<file path="src/logic/dispatch_pkg.sv">
// Constants, types and layouts of the process dispatch engine.
// Function
// - Descriptor spans at least 64 halfwords.
// - Descriptor segment comes from register bits 16-31.
// - Descriptor pointers are offsets in that segment.
// - One header per level, highest level first.
// - Header holds a head and tail pointer.
// - Head 1 ends list, head 0 is empty.
// - Word 0 names level, word 1 links onward.
// - Words 2-3 semaphore; zero segment means ready.
// - Word 4 abort flags fault the dispatch.
// - Word 5 points to last register set.
// - Table address words are restored, never saved.
// - Words 14-15 keep the interval timer copy.
// - Save mask at word 16 skips zero registers.
// - Fault vectors read as segment/offset pairs.
// - Words 60-62 hold hidden fault stack header.
// - Current pointer: level high, descriptor low.
package dispatch_pkg;

	// ----------------------------------------------------------
	// Ready list and descriptor layout
	// ----------------------------------------------------------
	localparam logic [15:0] END_MARK = 16'h0001;
	localparam logic [15:0] EMPTY_MARK = 16'h0000;
	localparam logic [15:0] HDR_STEP = 16'h0002;
	localparam logic [15:0] NO_DESC = 16'h0000;
	localparam int DESC_WORDS = 64;
	localparam int FETCH_N = 17;
	localparam logic [4:0] FETCH_LAST = 5'h10;
	// Descriptor words fetched on dispatch, slot 0 on the right.
	localparam logic [16:0][5:0] FETCH_OFS = {
		6'h3E, 6'h3D, 6'h3C, 6'h3B, 6'h3A, 6'h10, 6'h0F, 6'h0E,
		6'h0D, 6'h0C, 6'h0B, 6'h0A, 6'h05, 6'h04, 6'h03, 6'h02,
		6'h00};
	localparam int F_LEVEL = 0;
	localparam int F_SEMSEG = 1;
	localparam int F_SEMOFS = 2;
	localparam int F_ABORT = 3;
	localparam int F_REGSET = 4;
	localparam int F_DESCRIPTOR_TABLE_ADDR_2 = 5;
	localparam int F_DESCRIPTOR_TABLE_ADDR_3 = 7;
	localparam int F_TIMER = 9;
	localparam int F_MASK = 11;
	localparam int F_PAGEV = 12;
	localparam int F_FSTK = 14;
	localparam logic [5:0] TIMER_HI_OFS = 6'h0E;
	localparam logic [5:0] TIMER_LO_OFS = 6'h0F;
	localparam logic [5:0] DTAR_FIRST = 6'h0A;
	localparam logic [5:0] DTAR_LAST = 6'h0D;

	// ----------------------------------------------------------
	// Register map (byte addresses)
	// ----------------------------------------------------------
	localparam logic [7:0] A_CTRL = 8'h00;
	localparam logic [7:0] A_STATUS = 8'h04;
	localparam logic [7:0] A_SEG = 8'h08;
	localparam logic [7:0] A_CUR = 8'h0C;
	localparam logic [7:0] A_TIMER = 8'h10;
	localparam logic [7:0] A_SEM = 8'h14;
	localparam logic [7:0] A_ABORT = 8'h18;
	localparam logic [7:0] A_DESCRIPTOR_TABLE_ADDR_2 = 8'h1C;
	localparam logic [7:0] A_DESCRIPTOR_TABLE_ADDR_3 = 8'h20;
	localparam logic [7:0] A_MASK = 8'h24;
	localparam logic [7:0] A_PAGEV = 8'h28;
	localparam logic [7:0] A_FSTK = 8'h2C;
	localparam logic [7:0] A_FSTKL = 8'h30;
	localparam logic [7:0] A_IRQS = 8'h34;
	localparam logic [7:0] A_IRQM = 8'h38;
	localparam int CTRL_START = 0;
	localparam int CTRL_SAVE = 1;
	localparam logic [1:0] RESP_OKAY = 2'h0;
	localparam logic [1:0] RESP_SLVERR = 2'h2;

	// ----------------------------------------------------------
	// Events
	// ----------------------------------------------------------
	localparam int EV_W = 6;
	localparam int EV_DISPATCH = 0;
	localparam int EV_IDLE = 1;
	localparam int EV_ABORT = 2;
	localparam int EV_WAITING = 3;
	localparam int EV_TIMER = 4;
	localparam int EV_LEVEL = 5;

	typedef enum logic [3:0] {
		S_IDLE = 4'h0,
		S_HDR = 4'h1,
		S_HDR_DATA = 4'h2,
		S_FET = 4'h3,
		S_FET_DATA = 4'h4,
		S_CHECK = 4'h5,
		S_SAVE_HI = 4'h6,
		S_SAVE_LO = 4'h7
	} eng_state_t;

	typedef struct packed {
		logic valid;
		logic we;
		logic [15:0] seg;
		logic [15:0] off;
		logic [15:0] wdata;
	} mem_req_t;

	typedef struct packed {
		logic ready;
		logic rvalid;
		logic [15:0] rdata;
	} mem_rsp_t;

endpackage

</file>
<file path="src/logic/save_count.sv">
// Counts the registers that a save mask marks for transfer.
`timescale 1ns/1ps
module save_count
	import dispatch_pkg::*;
#(
	parameter int W = 16
) (
	// Mask in
	input wire logic [W-1:0] mask,
	// Number of set bits out
	output logic [$clog2(W+1)-1:0] count
);

	// ----------------------------------------------------------
	// Population count
	// ----------------------------------------------------------
	always_comb begin
		count = '0;
		for (int i = 0; i < W; i++) begin
			count = count + $bits(count)'(mask[i]);
		end
	end

endmodule

</file>
<file path="src/logic/process_dispatch.sv">
// Process dispatch engine: ready list walk and descriptor fetch.
`timescale 1ns/1ps
module process_dispatch
	import dispatch_pkg::*;
(
	// Clock and reset
	input wire logic aclk,
	input wire logic aresetn,
	// AXI4-Lite write address and data
	input wire logic awvalid,
	output logic awready,
	input wire logic [7:0] awaddr,
	input wire logic wvalid,
	output logic wready,
	input wire logic [31:0] wdata,
	input wire logic [3:0] wstrb,
	// AXI4-Lite write response
	output logic bvalid,
	input wire logic bready,
	output logic [1:0] bresp,
	// AXI4-Lite read
	input wire logic arvalid,
	output logic arready,
	input wire logic [7:0] araddr,
	output logic rvalid,
	input wire logic rready,
	output logic [31:0] rdata,
	output logic [1:0] rresp,
	// Descriptor memory
	output mem_req_t mem_req,
	input wire mem_rsp_t mem_rsp,
	// Interrupt
	output logic irq
);

	typedef struct packed {
		logic aw_have;
		logic [7:0] aw_addr;
		logic w_have;
		logic [31:0] w_data;
		logic [3:0] w_strb;
		logic bvalid;
		logic [1:0] bresp;
		logic rvalid;
		logic [31:0] rdata;
		logic [1:0] rresp;
		logic [31:0] seg_reg;
		logic [31:0] cur_ptr;
		logic [31:0] timer;
		logic [EV_W-1:0] irq_stat;
		logic [EV_W-1:0] irq_mask;
		eng_state_t state;
		mem_req_t mem;
		logic [4:0] idx;
		logic [16:0][15:0] fetched;
		logic [15:0] level;
		logic [15:0] cand;
		logic [15:0] save_lo;
	} state_t;

	state_t s;
	state_t next_s;
	logic [4:0] reg_count;

	function automatic logic [31:0] merge(input logic [31:0] o,
		input logic [31:0] d, input logic [3:0] b);
		logic [31:0] r;
		r = o;
		for (int i = 0; i < 4; i++) begin
			r[8*i +: 8] = b[i] ? d[8*i +: 8] : r[8*i +: 8];
		end
		return r;
	endfunction

	function automatic mem_req_t issue(input logic we,
		input logic [15:0] seg, input logic [15:0] off,
		input logic [15:0] d);
		return '{valid: 1'b1, we: we, seg: seg, off: off, wdata: d};
	endfunction

	// Slot offsets are added to the descriptor address in-segment.
	function automatic logic [15:0] word_at(input logic [15:0] base,
		input logic [5:0] ofs);
		return base + {10'h000, ofs};
	endfunction

	// Software reads how many registers the next restore will move.
	save_count #(
		.W(16)
	) save_count_inst (
		.mask(s.fetched[F_MASK]),
		.count(reg_count)
	);

	// ----------------------------------------------------------
	// Next state
	// ----------------------------------------------------------
	always_comb begin
		logic [EV_W-1:0] ev;
		logic [31:0] rd;
		logic [15:0] seg;
		logic [31:0] wr;
		logic hit;
		ev = '0;
		rd = '0;
		wr = '0;
		hit = 1'b1;
		next_s = s;
		seg = s.seg_reg[31:16];
		if (s.bvalid && bready) begin
			next_s.bvalid = 1'b0;
		end
		if (s.rvalid && rready) begin
			next_s.rvalid = 1'b0;
		end
		case (s.state)
		S_IDLE: begin
		end
		S_HDR, S_FET: begin
			if (mem_rsp.ready) begin
				next_s.mem.valid = 1'b0;
				next_s.state = (s.state == S_HDR) ? S_HDR_DATA
					: S_FET_DATA;
			end
		end
		S_HDR_DATA: begin
			if (mem_rsp.rvalid) begin
				if (mem_rsp.rdata == END_MARK) begin
					next_s.cur_ptr = {s.level, NO_DESC};
					ev[EV_IDLE] = 1'b1;
					next_s.state = S_IDLE;
				end else if (mem_rsp.rdata == EMPTY_MARK) begin
					next_s.level = s.level + HDR_STEP;
					next_s.mem = issue(1'b0, seg, s.level + HDR_STEP,
						16'h0000);
					next_s.state = S_HDR;
				end else begin
					next_s.cand = mem_rsp.rdata;
					next_s.idx = '0;
					next_s.mem = issue(1'b0, seg,
						word_at(mem_rsp.rdata, FETCH_OFS[0]), 16'h0000);
					next_s.state = S_FET;
				end
			end
		end
		S_FET_DATA: begin
			if (mem_rsp.rvalid) begin
				// Slots 4..16 hold register set, table addresses,
				// timer, mask, fault vectors and fault stack.
				next_s.fetched[s.idx] = mem_rsp.rdata;
				if (s.idx == FETCH_LAST) begin
					next_s.state = S_CHECK;
				end else begin
					next_s.idx = s.idx + 5'h01;
					next_s.mem = issue(1'b0, seg,
						word_at(s.cand, FETCH_OFS[s.idx + 5'h01]),
						16'h0000);
					next_s.state = S_FET;
				end
			end
		end
		S_CHECK: begin
			// A descriptor whose level word does not name this header
			// is still dispatched; the flag only reports the damage.
			if (s.fetched[F_LEVEL] != s.level) begin
				ev[EV_LEVEL] = 1'b1;
			end
			if (s.fetched[F_SEMSEG] != 16'h0000) begin
				ev[EV_WAITING] = 1'b1;
			end else if (s.fetched[F_ABORT] != 16'h0000) begin
				ev[EV_ABORT] = 1'b1;
			end else begin
				next_s.cur_ptr = {s.level, s.cand};
				next_s.timer = {s.fetched[F_TIMER],
					s.fetched[F_TIMER+1]};
				ev[EV_DISPATCH] = 1'b1;
			end
			next_s.state = S_IDLE;
		end
		S_SAVE_HI: begin
			if (mem_rsp.ready) begin
				next_s.mem = issue(1'b1, seg,
					word_at(s.cur_ptr[15:0], TIMER_LO_OFS), s.save_lo);
				next_s.state = S_SAVE_LO;
			end
		end
		S_SAVE_LO: begin
			if (mem_rsp.ready) begin
				next_s.mem.valid = 1'b0;
				next_s.state = S_IDLE;
			end
		end
		default: begin
			next_s.mem.valid = 1'b0;
			next_s.state = S_IDLE;
		end
		endcase
		// The timer runs while a descriptor is current, unless just loaded.
		if (s.cur_ptr[15:0] != NO_DESC && !ev[EV_DISPATCH]) begin
			next_s.timer = s.timer + 32'h0000_0001;
			if (s.timer == 32'hFFFF_FFFF) begin
				ev[EV_TIMER] = 1'b1;
			end
		end

		// ------------------------------------------------------
		// Register writes
		// ------------------------------------------------------
		if (!s.aw_have && awvalid) begin
			next_s.aw_have = 1'b1;
			next_s.aw_addr = awaddr;
		end
		if (!s.w_have && wvalid) begin
			next_s.w_have = 1'b1;
			next_s.w_data = wdata;
			next_s.w_strb = wstrb;
		end
		if (s.aw_have && s.w_have && !s.bvalid) begin
			next_s.aw_have = 1'b0;
			next_s.w_have = 1'b0;
			next_s.bvalid = 1'b1;
			next_s.bresp = RESP_OKAY;
			case (s.aw_addr)
			A_CTRL: begin
				wr = merge(32'h0, s.w_data, s.w_strb);
				if (s.state == S_IDLE && wr[CTRL_START]) begin
					// Scan starts at the recorded level.
					next_s.level = s.cur_ptr[31:16];
					next_s.mem = issue(1'b0, seg, s.cur_ptr[31:16],
						16'h0000);
					next_s.state = S_HDR;
				end else if (s.state == S_IDLE && wr[CTRL_SAVE] &&
					s.cur_ptr[15:0] != NO_DESC) begin
					// Only the timer copy is written back; the table
					// address words are left alone.
					next_s.save_lo = s.timer[15:0];
					next_s.mem = issue(1'b1, seg,
						word_at(s.cur_ptr[15:0], TIMER_HI_OFS),
						s.timer[31:16]);
					next_s.state = S_SAVE_HI;
				end
			end
			A_SEG: next_s.seg_reg = merge(s.seg_reg, s.w_data,
				s.w_strb);
			A_CUR: begin
				// Moving the pointer mid-walk would corrupt the scan.
				if (s.state == S_IDLE) begin
					next_s.cur_ptr = merge(s.cur_ptr, s.w_data,
						s.w_strb);
				end
			end
			A_TIMER: next_s.timer = merge(s.timer, s.w_data,
				s.w_strb);
			A_IRQM: next_s.irq_mask = EV_W'(merge({26'h0,
				s.irq_mask}, s.w_data, s.w_strb));
			A_STATUS, A_SEM, A_ABORT, A_DESCRIPTOR_TABLE_ADDR_2, A_DESCRIPTOR_TABLE_ADDR_3, A_MASK,
			A_PAGEV, A_FSTK, A_FSTKL, A_IRQS: begin
			end
			default: next_s.bresp = RESP_SLVERR;
			endcase
		end

		// ------------------------------------------------------
		// Register reads
		// ------------------------------------------------------
		if (!s.rvalid && arvalid) begin
			case (araddr)
			A_CTRL: rd = 32'h0;
			A_STATUS: rd = {27'h0, s.state != S_IDLE, s.state};
			A_SEG: rd = s.seg_reg;
			A_CUR: rd = s.cur_ptr;
			A_TIMER: rd = s.timer;
			A_SEM: rd = {s.fetched[F_SEMSEG], s.fetched[F_SEMOFS]};
			A_ABORT: rd = {s.fetched[F_ABORT], s.fetched[F_REGSET]};
			A_DESCRIPTOR_TABLE_ADDR_2: rd = {s.fetched[F_DESCRIPTOR_TABLE_ADDR_2], s.fetched[F_DESCRIPTOR_TABLE_ADDR_2+1]};
			A_DESCRIPTOR_TABLE_ADDR_3: rd = {s.fetched[F_DESCRIPTOR_TABLE_ADDR_3], s.fetched[F_DESCRIPTOR_TABLE_ADDR_3+1]};
			A_MASK: rd = {11'h0, reg_count, s.fetched[F_MASK]};
			A_PAGEV: rd = {s.fetched[F_PAGEV], s.fetched[F_PAGEV+1]};
			A_FSTK: rd = {s.fetched[F_FSTK], s.fetched[F_FSTK+1]};
			A_FSTKL: rd = {16'h0, s.fetched[F_FSTK+2]};
			A_IRQS: begin
				rd = {26'h0, s.irq_stat};
				next_s.irq_stat = '0;
			end
			A_IRQM: rd = {26'h0, s.irq_mask};
			default: hit = 1'b0;
			endcase
			next_s.rvalid = 1'b1;
			next_s.rdata = rd;
			next_s.rresp = hit ? RESP_OKAY : RESP_SLVERR;
		end
		// An event in the clearing cycle survives the clear.
		next_s.irq_stat = next_s.irq_stat | ev;
	end

	always_ff @(posedge aclk) begin
		if (!aresetn) begin
			s <= '0;
		end else begin
			s <= next_s;
		end
	end

	// ----------------------------------------------------------
	// Outputs
	// ----------------------------------------------------------
	assign awready = !s.aw_have;
	assign wready = !s.w_have;
	assign bvalid = s.bvalid;
	assign bresp = s.bresp;
	assign arready = !s.rvalid;
	assign rvalid = s.rvalid;
	assign rdata = s.rdata;
	assign rresp = s.rresp;
	assign mem_req = s.mem;
	assign irq = |(s.irq_stat & s.irq_mask);
endmodule

</file>
<file path="config.mk">
export PLATFORM = sky130hd
export DESIGN_NAME = process_dispatch
export DESIGN_NICKNAME = d
export VERILOG_FILES = /design/src/logic/dispatch_pkg.sv /design/src/logic/save_count.sv /design/src/logic/process_dispatch.sv
export SDC_FILE = /design/constraint.sdc
export NUM_CORES = 2
export LEC_CHECK = 0
export ABC_AREA = 1
export BUFFER_PORTS_ARGS = -buffer_cell sky130_fd_sc_hd__buf_2
export CORE_MARGIN = 2
export CORE_UTILIZATION = 30
export CTS_CLUSTER_SIZE = 20
export DETAILED_ROUTE_END_ITERATION = 12
export PLACE_DENSITY = 0.47
export SLEW_MARGIN = 30
export SYNTH_ARGS = -nofsm -noshare
export SYNTH_HDL_FRONTEND = slang
export SYNTH_HIERARCHICAL = 1
export SYNTH_SLANG_ARGS = --single-unit
</file>
<file path="constraint.sdc">
create_clock -name aclk -period 4 [get_ports aclk]
set_input_delay 0.4 -clock aclk [delete_from_list [all_inputs] [get_ports aclk]]
set_output_delay 0.4 -clock aclk [all_outputs]
set_load 0.01 [all_outputs]
</file>
Word level (Yosys, flattened, before mapping)
Memory sizes are Yosys's and may differ from the RTL's.
Cells that the tools add are included.
W data, S select, Z words.
{"block": "totals", "ram_bits": 0, "mem_count": 1, "regBits": 571, "input_bits": 77, "elab_cells": 250, "rom_bits": 192, "latch_bits": 0}
{"block": "classes", "mux": 73, "n_mul": 0, "n_addsub": 21, "reduce_logical": 43, "eq_ne": 52, "shift": 0, "n_bitwise": 6, "div_mod_pow": 0, "n_lt_le_gt_ge": 3}
{"name": "(name not given)", "depth": 32, "word_bits": 6, "read_ports": 1, "rd_clocked_by_memory_dff": 0, "wr": 0, "line": "process_dispatch.sv:156", "text": "word_at(s.cand, FETCH_OFS[s.idx + 5'h01]),"}
{"operator": "$pmux W32 S14", "n": 1}
{"operator": "$mux W331", "n": 1}
{"operator": "$mux W32", "n": 10}
{"operator": "$bwmux W272", "n": 1}
{"operator": "$mux W54", "n": 5}
{"operator": "$mux W64", "n": 3}
{"operator": "$pmux W49 S3", "n": 1}
{"operator": "$eq A8 B6 Y1 const B", "n": 14}
{"operator": "$mux W55", "n": 2}
{"operator": "$mux W16", "n": 6}
{"operator": "$demux W16 S5", "n": 1}
{"operator": "$add A5 B1 Y5", "n": 14}
{"operator": "$eq A8 B5 Y1 const B", "n": 8}
{"operator": "$pmux W32 S2", "n": 1}
{"operator": "$mux W59", "n": 1}
{"operator": "$mux W52", "n": 1}
{"operator": "$reduce_bool A16 Y1", "n": 3}
{"operator": "$mux W35", "n": 1}
{"operator": "$add A16 B4 Y16 const B", "n": 2}
{"operator": "$add A32 B1 Y32 const B", "n": 1}
{"operator": "$eq A32 B32 Y1 const B", "n": 1}
{"operator": "$eq A8 B4 Y1 const B", "n": 4}
{"operator": "$mux W8", "n": 4}
{"operator": "$reduce_or A15 Y1", "n": 2}
{"operator": "other kinds (40)", "n": 110}

Depth between registers and ports, before layout
{"block": "logic_depth", "word_depth": 17, "ltp_mapped": 23, "depth_no_buf": 23}

Modules after synthesis
Netlist, hierarchy kept.
{"module": "process_dispatch", "n_inst": 1, "area_each_um2": 28362.2, "seq_area_each_um2": 11390.9, "cells_each": 4055}
{"module": "save_count", "n_inst": 1, "area_each_um2": 405.4, "seq_area_each_um2": 0.0, "cells_each": 50}

Worst setup path after synthesis
OpenSTA, ideal clock, no wires.
{"block": "synth_path", "path_type": "register to register", "from": "register (tool-made name)", "to": "register s (netlist bit rdata[18])", "setup_slack_ps": 310, "path_stages_with_launch": 16, "path_buffers": 0, "t_arrival_ps": 3558, "cell_sequence": "dfxtp_1 > fa_1 > inv_1 > fa_1 > fa_1 > fa_1 > fa_1 > inv_1 > fa_1 > xor2_1 > nand2_1 > nand3_1 > a21oi_1 > nand3_1 > nand2_1 > a21oi_1"}
{"item": "to (signal assigned)", "line": "process_dispatch.sv:300", "text": "s <= next_s;"}
{"item": "to (decl)", "line": "process_dispatch.sv:61", "text": "state_t s;"}

==> metrics.md <==
| Metric | Value |
|---|---|
| Most numerous cell in the Yosys netlist | `nand2_1` |
| Initial antenna violation count | `3` |
| Total wire length | `124000 um` |
| Share of cells above drive strength 1 | `11.6%` |
| Hold path depth | `4` |
| Comb power frac | `4.5%` |
| PortBufs | `166` |
| Grt ovf | `0` |
| Cell area after synthesis | `28800 sq um` |
| Clk sinks | `569` |
| Sequential-to-total area share from yosys stat | `39.6%` |
| Switching share of total power | `24.6%` |
| Final core utilization | `34.2%` |
| IO Pins | `169` |
| Clock share of power | `50.5%` |
| Total GRT Usage | `24.5%` |
| Router iterations before antenna repair | `6` |
| Peak Freq | `258 MHz` |
| Width of the die | `314 um` |
| Leak | `13.1 nW` |
| Die Ht | `314 um` |
| HPWL after DPL | `89900 um` |
| Yosys cell types | `64` |
| Fillcell total | `10413` |
| Synth top area share | `39.6%` |
| Power share of the sequential group | `45.0%` |
| Core Area | `95000 sq um` |
| Final Power | `12.8 mW` |
| CTS tree | `done` |
| CP arrival | `4370 ps` |
| First-pass GRT wire length | `179000 um` |
| FFs w/ async S/R, synth | `0%` |
| Psw | `3.15 mW` |
| Top cells by count, synth | `827 x nand2_1, 591 x a21oi_1, 569 x dfxtp_1` |
| Synthesis-to-finish area growth | `12.9%` |
| Clock latency on the worst-skew pair | `650 ps` |
| CTS Buf Count | `70` |
| Critical path class | `reg -> reg` |
| YS warnings | `6` |
| N_diodes | `0` |
| GPL Wtd Cong | `0.931` |
| H-tree levels | `3` |
| Crit Path Max Fanout | `3` |
| Peak VDD IR | `0.343 mV` |
| Die area | `98400 sq um` |
| Internal power | `9.66 mW` |
| Yosys reg bits | `569` |
| Worst r2r path cells | `15` |
| Layout Skew | `36.7 ps` |
| Worst-case clock buffer depth | `3` |
| CTS root buf | `clkbuf_16` |
| Setup TNS | `0 ps` |
| Synth Flop Type | `dfxtp_1` |
| Rel. slew slack | `35.5%` |
| Post-Synthesis Cells | `4105` |
| Starting DRT DRC Count | `2774` |
| Starting Density | `30.3%` |
| Avg Inst Size Synth | `7.01 sq um` |
| Final setup vio count | `0` |
| DR vias | `28247` |
| Worst Setup Start Kind | `register` |
| RSZ-0062 raised after global routing | `no` |
| Row count | `113` |
| Area leader, netlist | `dfxtp_1` |
| Max-cap violations | `0` |
| Pins Over Slew Limit | `0` |
| Worst slew pin tran | `967 ps` |
| Final period utilization | `96.8%` |
| Via density | `5.22` |
| Min cycle time layout | `3870 ps` |
| Setup crit end kind | `register` |
| Wirelength per Cell | `22.8 um` |
| Status | `finished, final reports clean` |
| Final hold violation count | `0` |
| Remaining antenna violation count | `0` |
| Layout net count | `4215` |
| Post-synth EDFFs | `0` |
| DR DRC count | `0` |
| Vias in the first global route | `26035` |
| Pin count of the biggest net entering global routing | `156` |
| Top area cells in the synthesized netlist | `dfxtp_1 40%, nand2_1 11%, a21oi_1 10%` |
| Tightest Hold Check Type | `in -> reg` |
| Worst Path Required | `4500 ps` |
| Pwr Density | `395 nW/um^2` |
| Clk slew on worst S/H paths | `60 ps` |
cells by family after synthesis:
logic type / after synthesis / synth area share (%)
flip-flops: 569 / 39.6
XOR/XNOR: 56 / 1.70
other: 1 / 0.0130
buffers and inverters: 706 / 11.0
AND/OR/NAND/NOR: 1466 / 22.2
AO/OA/AOI/OAI: 1270 / 23.5
adder cells (fa/ha/maj): 37 / 1.90
through the flow:
stage          hold slack, ps  instances  setup WS (ps)  area [sq um]
2_1_floorplan             444       4107            310         28800
3_3_place_gp              454       5289            104         30100
3_5_place_dp              456       5289           56.1         30100
4_1_cts                  3.16       5415           43.5         32500
5_1_grt                  28.7       5416           10.9         32500
6_report                 33.0       5416            128         32500
worst max-delay path: stages, from the launching register on:
cell     delay, ps
dfxtp_2        330
fa_1           520
inv_1           50
fa_1           570
fa_1           440
fa_1           510
fa_2           200
inv_2           50
fa_2           390
xor2_1         150
nand2_1         70
nand3_1         80
a21oi_2        120
nand3_1         90
nand2_1        100
a21oi_1         60
power groups by stage:
stage / clock, mW / sequential [mW] / combinational (mW)
2_1_floorplan: 0 / 5.86 / 0.298
3_3_place_gp: 0 / 5.89 / 0.562
3_5_place_dp: 0 / 5.89 / 0.563
4_1_cts: 6.58 / 5.76 / 0.568
5_1_grt: 6.83 / 5.77 / 0.607
6_report: 6.48 / 5.76 / 0.572
metal layers:
| layer | share of wire, % | global-route usage, % | wire length, um | vias up |
|---|---|---|---|---|
| met2 | 44 | 38.1 | 54500 | 1003 |
| met1 | 46 | 34.5 | 56900 | 13468 |
| met5 | 0 | 0 | 0 | - |
| li1 | - | - | - | 13602 |
| met3 | 6.2 | 3.17 | 7720 | 174 |
| met4 | 3.6 | 9.06 | 4440 | 0 |
repair_timing:
action,in CTS,in global routing
endpoints found under the hold margin,4,0
hold buffers,4,0
endpoints found under the setup margin,0,3
setup buffers,0,1
resized for setup,0,6
layout make-up:
| class | count | area (sq um) | share of cell area, % |
|---|---|---|---|
| timing repair buffer | 247 | 1500 | 4.61 |
| sequential | 569 | 11400 | 35.1 |
| tap | 1265 | 1580 | 4.87 |
| inverter | 381 | 1450 | 4.45 |
| clock buffer | 104 | 2010 | 6.19 |
| clock inverter | 18 | 280 | 0.863 |
| multi-input combinational | 2832 | 14300 | 43.9 |
path summary, 6_finish.rpt:
check,startpoint,end,slack [ps]
setup / recovery,register,rdata[18],130
hold reg to reg,mem_req[36],mem_req[36],460
setup reg to reg,register,rdata[18],130
hold / removal,bready,bvalid,30
placed cells by master (no fill, tap or decap), drive strengths merged, types with 4 or more instances in the layout:
cell type / instances
a211oi: 16
a21oi: 592
a221oi: 5
a22o: 10
a31oi: 19
buf: 243
bufinv: 5
clkbuf: 104
clkinv: 26
dfxtp: 569
dlygate4sd3: 4
fa: 11
ha: 26
inv: 367
nand2: 844
nand3: 213
nand3b: 4
nand4: 46
nor2: 288
nor3: 48
nor4: 5
o211ai: 46
o21ai: 533
o221ai: 4
o22ai: 30
or2: 12
xnor2: 6
xor2: 50
Power figures use the tool's default switching activity.
